--- src/rtl/dsom_consts.svh ---
/*
 Constants for the drive status output mapper: function codes, reset values,
 widths. Assumes inclusion by bare name from rtl files.
*/
`ifndef DSOM_CONSTS_SVH
`define DSOM_CONSTS_SVH
`define DSOM_FUNC_W 6
`define DSOM_FREQ_W 16
`define DSOM_NUM_OUT 6
`define DSOM_RELAY_IDX 5
`define DSOM_FN_RUN 6'h00
`define DSOM_FN_AT_SET 6'h01
`define DSOM_FN_OVER_T1 6'h02
`define DSOM_FN_AT_T1 6'h06
`define DSOM_FN_ALARM 6'h05
`define DSOM_HYST_DEF 16'h000a
`endif

--- src/rtl/dsom_pkg.sv ---
/*
 Types for the drive status output mapper.
 Assumes the consts header is compiled alongside.
*/
`include "dsom_consts.svh"
package dsom_pkg;
    typedef logic [`DSOM_FUNC_W-1:0] dsom_func_t;
    typedef logic [`DSOM_FREQ_W-1:0] dsom_freq_t;
    typedef struct packed {
        logic run;
        logic at_set;
        logic over_t1;
        logic at_t1;
        logic alarm;
    } dsom_status_s;
endpackage : dsom_pkg

--- src/rtl/dsom_status_if.sv ---
/*
 Interface carrying the computed status levels from the comparator to the mapper.
 Assumes one clock domain.
*/
`timescale 1ns/1ns
`default_nettype none
interface dsom_status_if;
    dsom_pkg::dsom_status_s st;
    modport src (output st);
    modport dst (input st);
endinterface : dsom_status_if
`default_nettype wire
--- src/rtl/dsom_freq_arrival.sv ---
/*
 Frequency-arrival comparator with hysteresis; produces run, at-set-speed,
 over-threshold and at-threshold levels. Inputs are synchronous to clk.
*/
`timescale 1ns/1ns
`default_nettype none
`include "dsom_consts.svh"
module dsom_freq_arrival #(
    parameter int FREQ_W = `DSOM_FREQ_W
) (
    input wire logic clk,
    input wire logic rst_n,
    input wire logic drive_running,
    input wire logic alarm_active,
    input wire logic [FREQ_W-1:0] out_freq,
    input wire logic [FREQ_W-1:0] set_frequency_param,
    input wire logic [FREQ_W-1:0] start_frequency_param,
    input wire logic [FREQ_W-1:0] accel_threshold_one,
    input wire logic [FREQ_W-1:0] decel_threshold_one,
    input wire logic [FREQ_W-1:0] hyst_band,
    dsom_status_if.src st_if
);
    // Refuse widths that the one-bit-wider difference arithmetic cannot carry
    if (FREQ_W < 2 || FREQ_W > 31) begin : g_bad_freq_w
        $error("FREQ_W out of range");
    end

    // Within band: |a-b| <= h, computed in a wider width to avoid wrap
    function automatic logic near(input logic [FREQ_W-1:0] a, input logic [FREQ_W-1:0] b,
                                  input logic [FREQ_W-1:0] h);
        logic [FREQ_W:0] d;
        d = (a >= b) ? ({1'b0, a} - {1'b0, b}) : ({1'b0, b} - {1'b0, a});
        return d <= {1'b0, h};
    endfunction : near

    logic [FREQ_W-1:0] prev_freq_ff;
    logic accel_ff, decel_ff;
    logic at_set_speed_flag_ff, over_threshold_one_flag_ff, at_threshold_one_flag_ff;
    logic nxt_at_set, nxt_over, nxt_at_t1, nxt_accel, nxt_decel;
    logic [FREQ_W:0] set_hi;
    logic [FREQ_W:0] dec_lo;

    always_comb begin
        nxt_accel = accel_ff;
        nxt_decel = decel_ff;
        if (out_freq > prev_freq_ff) begin
            nxt_accel = 1'b1;
            nxt_decel = 1'b0;
        end else if (out_freq < prev_freq_ff) begin
            nxt_accel = 1'b0;
            nxt_decel = 1'b1;
        end
        set_hi = {1'b0, set_frequency_param} + {1'b0, hyst_band};
        dec_lo = ({1'b0, decel_threshold_one} > {1'b0, hyst_band}) ?
                 {1'b0, decel_threshold_one} - {1'b0, hyst_band} : '0;
        // Wider band to drop than to catch, so a hovering frequency cannot chatter
        nxt_at_set = at_set_speed_flag_ff ? near(out_freq, set_frequency_param, hyst_band)
                   : (out_freq == set_frequency_param);
        nxt_over = over_threshold_one_flag_ff;
        if (!over_threshold_one_flag_ff && nxt_accel && out_freq >= accel_threshold_one)
            nxt_over = 1'b1;
        else if (over_threshold_one_flag_ff && nxt_decel && {1'b0, out_freq} < dec_lo)
            nxt_over = 1'b0;
        nxt_at_t1 = at_threshold_one_flag_ff ?
            ((nxt_accel && near(out_freq, accel_threshold_one, hyst_band)) ||
             (nxt_decel && near(out_freq, decel_threshold_one, hyst_band))) :
            ((nxt_accel && out_freq == accel_threshold_one) ||
             (nxt_decel && out_freq == decel_threshold_one));
        if (!drive_running) begin
            nxt_at_set = 1'b0;
            nxt_at_t1 = 1'b0;
        end
        if (set_hi == '0) nxt_at_set = 1'b0;
    end

    always_ff @(posedge clk or negedge rst_n) begin
        if (!rst_n) begin
            prev_freq_ff <= '0;
            accel_ff <= 1'b0;
            decel_ff <= 1'b0;
            at_set_speed_flag_ff <= 1'b0;
            over_threshold_one_flag_ff <= 1'b0;
            at_threshold_one_flag_ff <= 1'b0;
        end else begin
            prev_freq_ff <= out_freq;
            accel_ff <= nxt_accel;
            decel_ff <= nxt_decel;
            at_set_speed_flag_ff <= nxt_at_set;
            over_threshold_one_flag_ff <= nxt_over;
            at_threshold_one_flag_ff <= nxt_at_t1;
        end
    end

    always_comb begin
        st_if.st.run = drive_running && (out_freq > start_frequency_param);
        st_if.st.at_set = at_set_speed_flag_ff;
        st_if.st.over_t1 = over_threshold_one_flag_ff;
        st_if.st.at_t1 = at_threshold_one_flag_ff;
        st_if.st.alarm = alarm_active;
    end
endmodule : dsom_freq_arrival
`default_nettype wire

--- src/rtl/dsom_output_mapper.sv ---
/*
 Drive status output mapper: five open-collector logic outputs plus one relay
 output, each with its own function selector. Inputs synchronous to clk.
*/
// Function
// - Five logic outputs each have an independent function selector routing any function.
// - The relay output carries the alarm function after reset and may be given any other.
// - Code 00 asserts the output while the drive runs above the start frequency and drops it while stopped.
// - Run indication is active low, pulling to common when asserted, open otherwise.
// - Run indication asserts while output frequency is above the start frequency.
// - Code 01 asserts while output frequency equals the set frequency; the code also needs the drive running and a nonzero set frequency or band.
// - Code 02 asserts once frequency reaches the first accel threshold while accelerating.
// - Turn-on and turn-off thresholds are separate for accel and decel.
// - Every arrival transition has hysteresis against chatter near a threshold.
// - The over-threshold output drops when frequency falls below the decel threshold less the hysteresis band.
// - Code 06 asserts only at the accel threshold in accel or the decel threshold in decel.
`timescale 1ns/1ns
`default_nettype none
`include "dsom_consts.svh"
module dsom_output_mapper #(
    parameter int NUM_OUT = `DSOM_NUM_OUT,
    parameter int FREQ_W = `DSOM_FREQ_W
) (
    input wire logic clk,
    input wire logic rst_n,
    input wire logic drive_running,
    input wire logic alarm_active,
    input wire logic [FREQ_W-1:0] out_freq,
    input wire logic [FREQ_W-1:0] set_frequency_param,
    input wire logic [FREQ_W-1:0] start_frequency_param,
    input wire logic [FREQ_W-1:0] accel_threshold_one,
    input wire logic [FREQ_W-1:0] decel_threshold_one,
    input wire logic [FREQ_W-1:0] hyst_band,
    input wire logic [NUM_OUT*`DSOM_FUNC_W-1:0] func_sel,
    input wire logic func_sel_load,
    output logic [NUM_OUT-1:0] term_out_en,
    output logic [NUM_OUT-1:0] term_out,
    output logic [NUM_OUT-1:0] status_level
);
    // The relay index and selector packing assume five logic outputs plus the relay
    if (NUM_OUT != `DSOM_NUM_OUT) begin : g_bad_num_out
        $error("NUM_OUT must be five logic outputs plus relay");
    end

    dsom_status_if st_if ();

    dsom_freq_arrival #(.FREQ_W(FREQ_W)) u_fa (
        .clk(clk),
        .rst_n(rst_n),
        .drive_running(drive_running),
        .alarm_active(alarm_active),
        .out_freq(out_freq),
        .set_frequency_param(set_frequency_param),
        .start_frequency_param(start_frequency_param),
        .accel_threshold_one(accel_threshold_one),
        .decel_threshold_one(decel_threshold_one),
        .hyst_band(hyst_band),
        .st_if(st_if.src)
    );

    function automatic logic pick(input dsom_pkg::dsom_func_t f, input dsom_pkg::dsom_status_s s);
        case (f)
            `DSOM_FN_RUN: return s.run;
            `DSOM_FN_AT_SET: return s.at_set;
            `DSOM_FN_OVER_T1: return s.over_t1;
            `DSOM_FN_AT_T1: return s.at_t1;
            `DSOM_FN_ALARM: return s.alarm;
            default: return 1'b0;
        endcase
    endfunction : pick

    dsom_pkg::dsom_func_t sel_ff [NUM_OUT];
    dsom_pkg::dsom_func_t nxt_sel [NUM_OUT];
    logic [NUM_OUT-1:0] level_ff, nxt_level;

    always_comb begin
        for (int i = 0; i < NUM_OUT; i++) begin
            nxt_sel[i] = sel_ff[i];
            if (func_sel_load)
                nxt_sel[i] = func_sel[i*`DSOM_FUNC_W +: `DSOM_FUNC_W];
            nxt_level[i] = pick(sel_ff[i], st_if.st);
        end
    end

    always_ff @(posedge clk or negedge rst_n) begin
        if (!rst_n) begin
            for (int i = 0; i < NUM_OUT; i++) begin
                // Relay defaults to alarm, transistors to run
                sel_ff[i] <= (i == `DSOM_RELAY_IDX) ? `DSOM_FN_ALARM : `DSOM_FN_RUN;
            end
            level_ff <= '0;
        end else begin
            for (int i = 0; i < NUM_OUT; i++) begin
                sel_ff[i] <= nxt_sel[i];
            end
            level_ff <= nxt_level;
        end
    end

    // Open collector: pin driven low only when asserted, released otherwise
    assign term_out_en = level_ff;
    assign term_out = '0;
    assign status_level = level_ff;
endmodule : dsom_output_mapper
`default_nettype wire

--- config.mk ---
export PLATFORM = sky130hd
export DESIGN_NAME = dsom_output_mapper
export DESIGN_NICKNAME = d
export VERILOG_FILES = /design/src/rtl/dsom_pkg.sv /design/src/rtl/dsom_status_if.sv /design/src/rtl/dsom_freq_arrival.sv /design/src/rtl/dsom_output_mapper.sv
export VERILOG_INCLUDE_DIRS = /design/src /design/src/rtl
export SDC_FILE = /design/constraint.sdc
export NUM_CORES = 1
export LEC_CHECK = 0
export BUFFER_PORTS_ARGS = -buffer_cell sky130_fd_sc_hd__buf_4
export CAP_MARGIN = 15
export CORE_AREA = 4 4 183 185
export CTS_CLUSTER_DIAMETER = 200
export DETAILED_ROUTE_END_ITERATION = 8
export DIE_AREA = 0 0 187 189
export SETUP_SLACK_MARGIN = 0.2
export SLEW_MARGIN = 20
export SYNTH_ARGS = -nofsm -noshare
export SYNTH_HDL_FRONTEND = slang
export SYNTH_SLANG_ARGS = --single-unit
export TNS_END_PERCENT = 50
--- constraint.sdc ---
create_clock -name clk -period 3.8 [get_ports clk]
set_input_delay 0.76 -clock clk [delete_from_list [all_inputs] [get_ports clk]]
set_output_delay 0.76 -clock clk [all_outputs]
set_load 0.1 [all_outputs]
Yosys cells after proc, flatten, opt, wreduce, memory -nomap -nowiden --
Index checks and enable logic that the tools add are counted.
Operators by class: $add $sub $neg 8, order comparisons 11, equality and inequality tests 27, multiplexer cells 21, reductions and logical operators 20
Operators by type and width (count):
- subtractor 16 x 16 -> 17 bit | 7
- equality test 6 x 3 -> 1 bit, second input constant | 12
- 2-to-1 mux 17 bit | 4
- <= comparator 17 x 16 -> 1 bit | 3
- equality test 16 bit | 3
- >= comparator 16 bit | 3
- > comparator 16 bit | 3
- equality test 6 x 1 -> 1 bit, second input constant | 6
- equality test 6 x 2 -> 1 bit, second input constant | 6
- logical NOT 6 bit | 6
- case mux 1 bit (5 select lines) | 6
- adder 16 x 16 -> 17 bit | 1
- logical NOT 17 bit | 1
- < comparator 16 x 17 -> 1 bit | 1
- < comparator 16 bit | 1
- 2-to-1 mux 1 bit | 11
- logical AND 1 bit | 9
- logical OR 1 bit | 2
- nonzero test 2 bit | 1
- logical NOT 1 bit | 1
Word-level totals: flip-flop bits (word level) 63, bits of input ports 137, logic and storage cells 100

Depth between registers and ports, before layout --
depth after elaboration 7, gate-level depth with buffers 24, mapped depth without buffers 23

Cells and area by module --
Synthesis repeated with hierarchy kept, for this count alone.
Second synthesis, totals: cells, all modules 1333, area total of the unflattened synthesis 10993.0 µm²
By module, submodules not included:
- dsom_freq_arrival | times used 1, cells an instance 1189, area an instance 9058.7 µm²
- dsom_output_mapper | times used 1, cells an instance 144, area an instance 1934.4 µm²

Worst setup path after synthesis --
No wires, ideal clock.
path type input to register, start in out_freq[1], end reg u_fa.at_threshold_one_flag_ff, arrival 4931 ps, data required time 3718 ps, slack -1213 ps, cell stages on the path 22, cells stage by stage inv_1 > ha_1 > nor2b_1 > o21ai_0 > a21oi_1 > or3b_1 > a21oi_1 > o21a_1 > buf_4 > buf_2 > buf_2 > mux2_2 > ha_1 > nor2b_1 > o21a_1 > o21ai_0 > nand2_1 > a221oi_1 > o21ai_0 > a2111oi_0 > o311ai_0 > a31oi_1
On the way: word-level cells in the longest chain between the ends 7
Ends and longest elaborated chain:
- start, declared | line dsom_output_mapper.sv:28 | input wire logic [FREQ_W-1:0] out_freq,
- subtractor 16 x 16 -> 17 bit, or another cell as far along | line dsom_freq_arrival.sv:32 | d = (a >= b) ? ({1'b0, a} - {1'b0, b}) : ({1'b0, b} - {1'b0, a});
- 2-to-1 mux 17 bit / 2-to-1 mux 1 bit (equally long branches) | line dsom_freq_arrival.sv:32, dsom_freq_arrival.sv:49
- <= comparator 17 x 16 -> 1 bit / 2-to-1 mux 1 bit (equally long branches) | line dsom_freq_arrival.sv:33, dsom_freq_arrival.sv:46
- logical AND 1 bit (on tied branches)
- logical OR 1 bit (on tied branches) | line dsom_freq_arrival.sv:65, dsom_freq_arrival.sv:67
- 2-to-1 mux 1 bit (*) | line dsom_freq_arrival.sv:64 | nxt_at_t1 = at_threshold_one_flag_ff ?
- 2-to-1 mux 1 bit (*) | line dsom_freq_arrival.sv:69 | if (!drive_running) begin
- via u_fa.nxt_at_t1 | line dsom_freq_arrival.sv:39 | logic nxt_at_set, nxt_over, nxt_at_t1, nxt_accel, nxt_decel;
- end signal, assigned | line dsom_freq_arrival.sv:90 | at_threshold_one_flag_ff <= nxt_at_t1;
- end, declared | line dsom_freq_arrival.sv:38 | logic at_set_speed_flag_ff, over_threshold_one_flag_ff, at_threshold_one_flag_ff;
The timed path passes the listed nets; every way through them passes the cells marked *. A chain may end at the register's enable or synchronous reset.

Final worst setup path --
start in out_freq[4], end reg u_fa.at_set_speed_flag_ff
On the way: word-level cells in the longest chain between the ends 6
Ends and longest elaborated chain:
- subtractor 16 x 16 -> 17 bit / >= comparator 16 bit (equally long branches) | line dsom_freq_arrival.sv:32
- 2-to-1 mux 17 bit | line dsom_freq_arrival.sv:32
- <= comparator 17 x 16 -> 1 bit | line dsom_freq_arrival.sv:33 | return d <= {1'b0, h};
- 2-to-1 mux 1 bit (*) | line dsom_freq_arrival.sv:57 | nxt_at_set = at_set_speed_flag_ff ? near(out_freq, set_frequency_param, hyst_band)
- 2-to-1 mux 1 bit (*) | line dsom_freq_arrival.sv:69
- 2-to-1 mux 1 bit (*) | line dsom_freq_arrival.sv:73 | if (set_hi == '0) nxt_at_set = 1'b0;
- via u_fa.nxt_at_set | line dsom_freq_arrival.sv:39
- end signal, assigned | line dsom_freq_arrival.sv:88 | at_set_speed_flag_ff <= nxt_at_set;
- end, declared | line dsom_freq_arrival.sv:38
Marks and branches as above.

==> impl_metrics.yaml <==
setup_path:
  crit_type: "input port to flip-flop"
  slowest_stage: "mux2_4"
  cp_num_buf_inv: 6
  critical-path-max-stage-delay_ps: 350
  timing.rr.end: "u_fa.at_threshold_one_flag_ff"
  worstSetupStartpointType: "input port"
  setup.worst_path.end_class: "flip-flop"
  crit_family: "compound AO/OA/AOI/OAI gates"
  crit_start: "out_freq[4]"
  cp_num_cells: 23
  worstPathCellList: "buf_6 -> clkinvlp_4 -> buf_4 -> buf_4 -> ha_1 -> nand3_1 -> o21bai_2 -> a31o_4 -> o211ai_1 -> a211o_1 -> mux2_4 -> a21oi_4 -> buf_6 -> o221ai_1 -> xor2_1 -> ha_1 -> nand4_1 -> nor4_2 -> a22oi_1 -> nand3_1 -> o211ai_1 -> a41oi_2 -> buf_4"
  crit_path_end: "u_fa.at_set_speed_flag_ff"
  reg2reg_from: "u_fa.prev_freq_ff[14]"
  cp_max_fo: 4
  arrival_ps: 5060
  crit_top_cell: "buf_4"
  rrSetupSlack_ps: 1320
  rr_worst_depth: 11
  worst_ep_required_time_ps: 4080
synth:
  synth_xor_area_share_pct: 4.818
  synth_fa_ha_area_share_pct: 27.51
  ys_types: 75
  synth-compound-area-share_pct: 24.65
  synth_seq_cells: 63
  synth_area_leaders: "ha_1 (26%), dfrtp_1 (14%), a21o_1 (6.1%)"
  yosysTopAreaCell: "ha_1"
  yosysWarnings: 0
  synth.cell_area_um2: 10730
  netlist_instances: 1291
  synth_simple_gate_area_share_pct: 12.68
  syn-mean-instance-area_um2: 8.308
  async_reset_ff_share_pct: 100.0
  synth_seq_area_share_pct: 14.72
  yosys.area.top_type_share_pct: 26.01
  synth_top_family_by_area: "adder cells"
  synthFlopType: "dfrtp_1"
  synth_edf_count: 0
  synth.area.mux_share_pct: 7.723
hold_path:
  holdCritPathClass: "flip-flop to flip-flop"
floorplan:
  start_util_pct: 33.47
  die_x_um: 187
  core_um2: 32040
  io_pins: 155
  rows: 66
  dieArea_um2: 35340
  dieHeight_um: 189
placement:
  port-buffer-count: 148
  gp_congestion: 0.9957
  placed_area_um2: 14730
  hpwlAfterDp_um: 34470
cts:
  root_buffer: "clkbuf_16"
  clkLatencyLatePin_ps: 330
  cts_made_buffers: 9
  clock_sinks: 63
  cts_tree: "done"
  clk_pin_slew_ps: 60
  clockBufferDepth: 2
  h-tree-depth: 3
  cts_hold_buffers: 0
power_and_ir_drop:
  power_density_nw_per_um2: 267.2
  cellLeakagePower_nw: 8.159
  irDropWorstVdd_mv: 0.1667
sta:
  layout_setup_ws_ps: -976.2
  fmax_mhz: 209.4
  relSlewSlack_pct: 45.61
  fin_worst_skew_ps: 7.720
  setup_viol: 3
  slew_viol_final: 0
  fin_crit_ps: 4776
  worst_slew_pin_slew_ps: 815.8
  rsz0062_at_grt: "yes"
  tns_ps: -2604
  post-route-period-util_pct: 125.7
  hold_violations: 0
detailed_routing:
  ant_nets: 0
  drc: 0
  dr.pass1.iters: 5
  wl_per_cell_um: 18.22
  drtIter0Drc: 645
  viasPerCell: 5.196
  route.vias.total: 11338
  wirelength_um: 39760
grt:
  antenna_found_initial: 1
  grtUsageTotal_pct: 21.58
  grt_pass1_wl_um: 60800
  overflow: 0
  grt_pass1_vias: 11725
  grt_max_degree: 64
cells_and_area:
  fin_nets: 2137
  antenna-diode-count: 0
  area_growth_pct: 45.47
  drive_gt1_share_pct: 36.87
  design_area_um2: 15600
outcome:
  violations: "negative setup slack"
  status: "finished with violations"
flow_run:
  cap_violations: 0
==> sequential cells by signal, summed over array words and instances, names as in the netlist <==
| register | count |
|---|---|
| u_fa.over_threshold_one_flag_ff | 1 |
| u_fa.at_threshold_one_flag_ff | 1 |
| sel_ff | 36 |
| u_fa.decel_ff | 1 |
| u_fa.accel_ff | 1 |
| u_fa.at_set_speed_flag_ff | 1 |
| u_fa.prev_freq_ff | 16 |
| status_level | 6 |
==> what timing repair did <==
action,4_1_cts,5_1_grt
setup endpoints to repair,3,3
buffers inserted,1,18
resized for setup,24,64
pin swaps,23,38
gates cloned,0,0
==> placed cells by master (no fill, tap or decap), types with 12 or more instances in the layout <==
master	n
o21ai_1	13
a21o_1	87
dfrtp_1	61
nor2b_1	21
a21oi_1	105
nand4_1	24
nand3_1	21
o21bai_1	19
xor2_1	24
o21ai_0	37
buf_4	499
a31oi_1	13
mux2i_1	21
nand2_1	69
xnor2_1	35
nor2_1	57
ha_1	211
a211oi_1	12
o21a_1	18
inv_1	143
mux2_2	45
==> logic make-up after synthesis <==
logic type,count (synthesis)
and+or+nand+nor,266
DFF,63
other,1
muxes,76
xor gates and xnor gates,59
adders and majority gates,231
buffers and inverters,199
AOI/OAI and AO/OA,396
==> final cells by class <==
| cell class | count | area [um2] |
|---|---|---|
| Sequential cell | 63 | 1579 |
| Inverter | 149 | 574.3 |
| Timing Repair Buffer | 512 | 3913 |
| Clock buffer | 9 | 225.2 |
| Multi-Input combinational cell | 1034 | 8728 |
| Fill cell | 3091 | 16440 |
| Clock inverter | 7 | 72.57 |
| Tap cell | 408 | 510.5 |
==> stage by stage <==
stage | hold slack [ps] | total power [W] | util [%] | setup slack [ps] | instances
6_report | 498.0 | 0.004169 | 48.70 | -976.2 | 2182
3_3_place_gp | 488.2 | 0.003157 | 45.99 | -1251 | 2147
2_1_floorplan | 464.4 | 0.002179 | - | -788.1 | 1296
5_1_grt | 525.8 | 0.004471 | 48.70 | -1145 | 2182
4_1_cts | 502.4 | 0.004062 | 47.33 | -942.9 | 2164
3_5_place_dp | 487.4 | 0.003188 | 45.99 | -1431 | 2147
==> worst register-to-register path, stage by stage, from the launching register on <==
cell and delay [ps]:
dfrtp_1 330, inv_1 40, ha_1 280, nand3_1 100, or3_1 430, nor2_1 150, a211oi_1 90, buf_4 150
a41oi_1 420, o2bb2ai_1 130, o21ai_0 150, a31oi_1 60
==> worst min-delay path by stage <==
stage                     cells past startpoint  slack, ps        from    endpoint
after floorplan                               0        460       rst_n  sel_ff[10]
after global placement                        1        490  sel_ff[15]  sel_ff[15]
after detailed placement                      1        490   sel_ff[9]   sel_ff[9]
after CTS                                     1        500  sel_ff[15]  sel_ff[15]
after global routing                          1        530   sel_ff[4]   sel_ff[4]
final                                         1        500  sel_ff[15]  sel_ff[15]
==> synth_stat cells (all sizes together) (14+ instances only) <==
cell type	number
a21o	87
nand2	70
nor2	58
nand3	23
nand4	24
mux2	51
dfrtp	61
buf	37
nor2b	23
o21a	19
mux2i	25
inv	149
o21bai	20
xnor2	35
o21ai	54
a21oi	117
a211oi	14
xor2	24
a31oi	17
ha	223
==> report_power, final <==
group / internal [W] / switching, W
clock network: 0.000508 / 0.000315
logic: 0.00127 / 0.00129
registers: 0.000731 / 0.0000542
total: 0.00251 / 0.00166
==> routing by layer <==
layer  share of wire, %  vias up  GRT usage, %  routed length, um
li1                   -     5612             -                  -
met1                 46     5323         28.79              18200
met2                 47      336         37.77              18620
met3                4.6       67         1.954               1811
met4                2.8        0         5.461               1127
met5                  0        -             0                  0
Power figures use the tool's default switching activity.
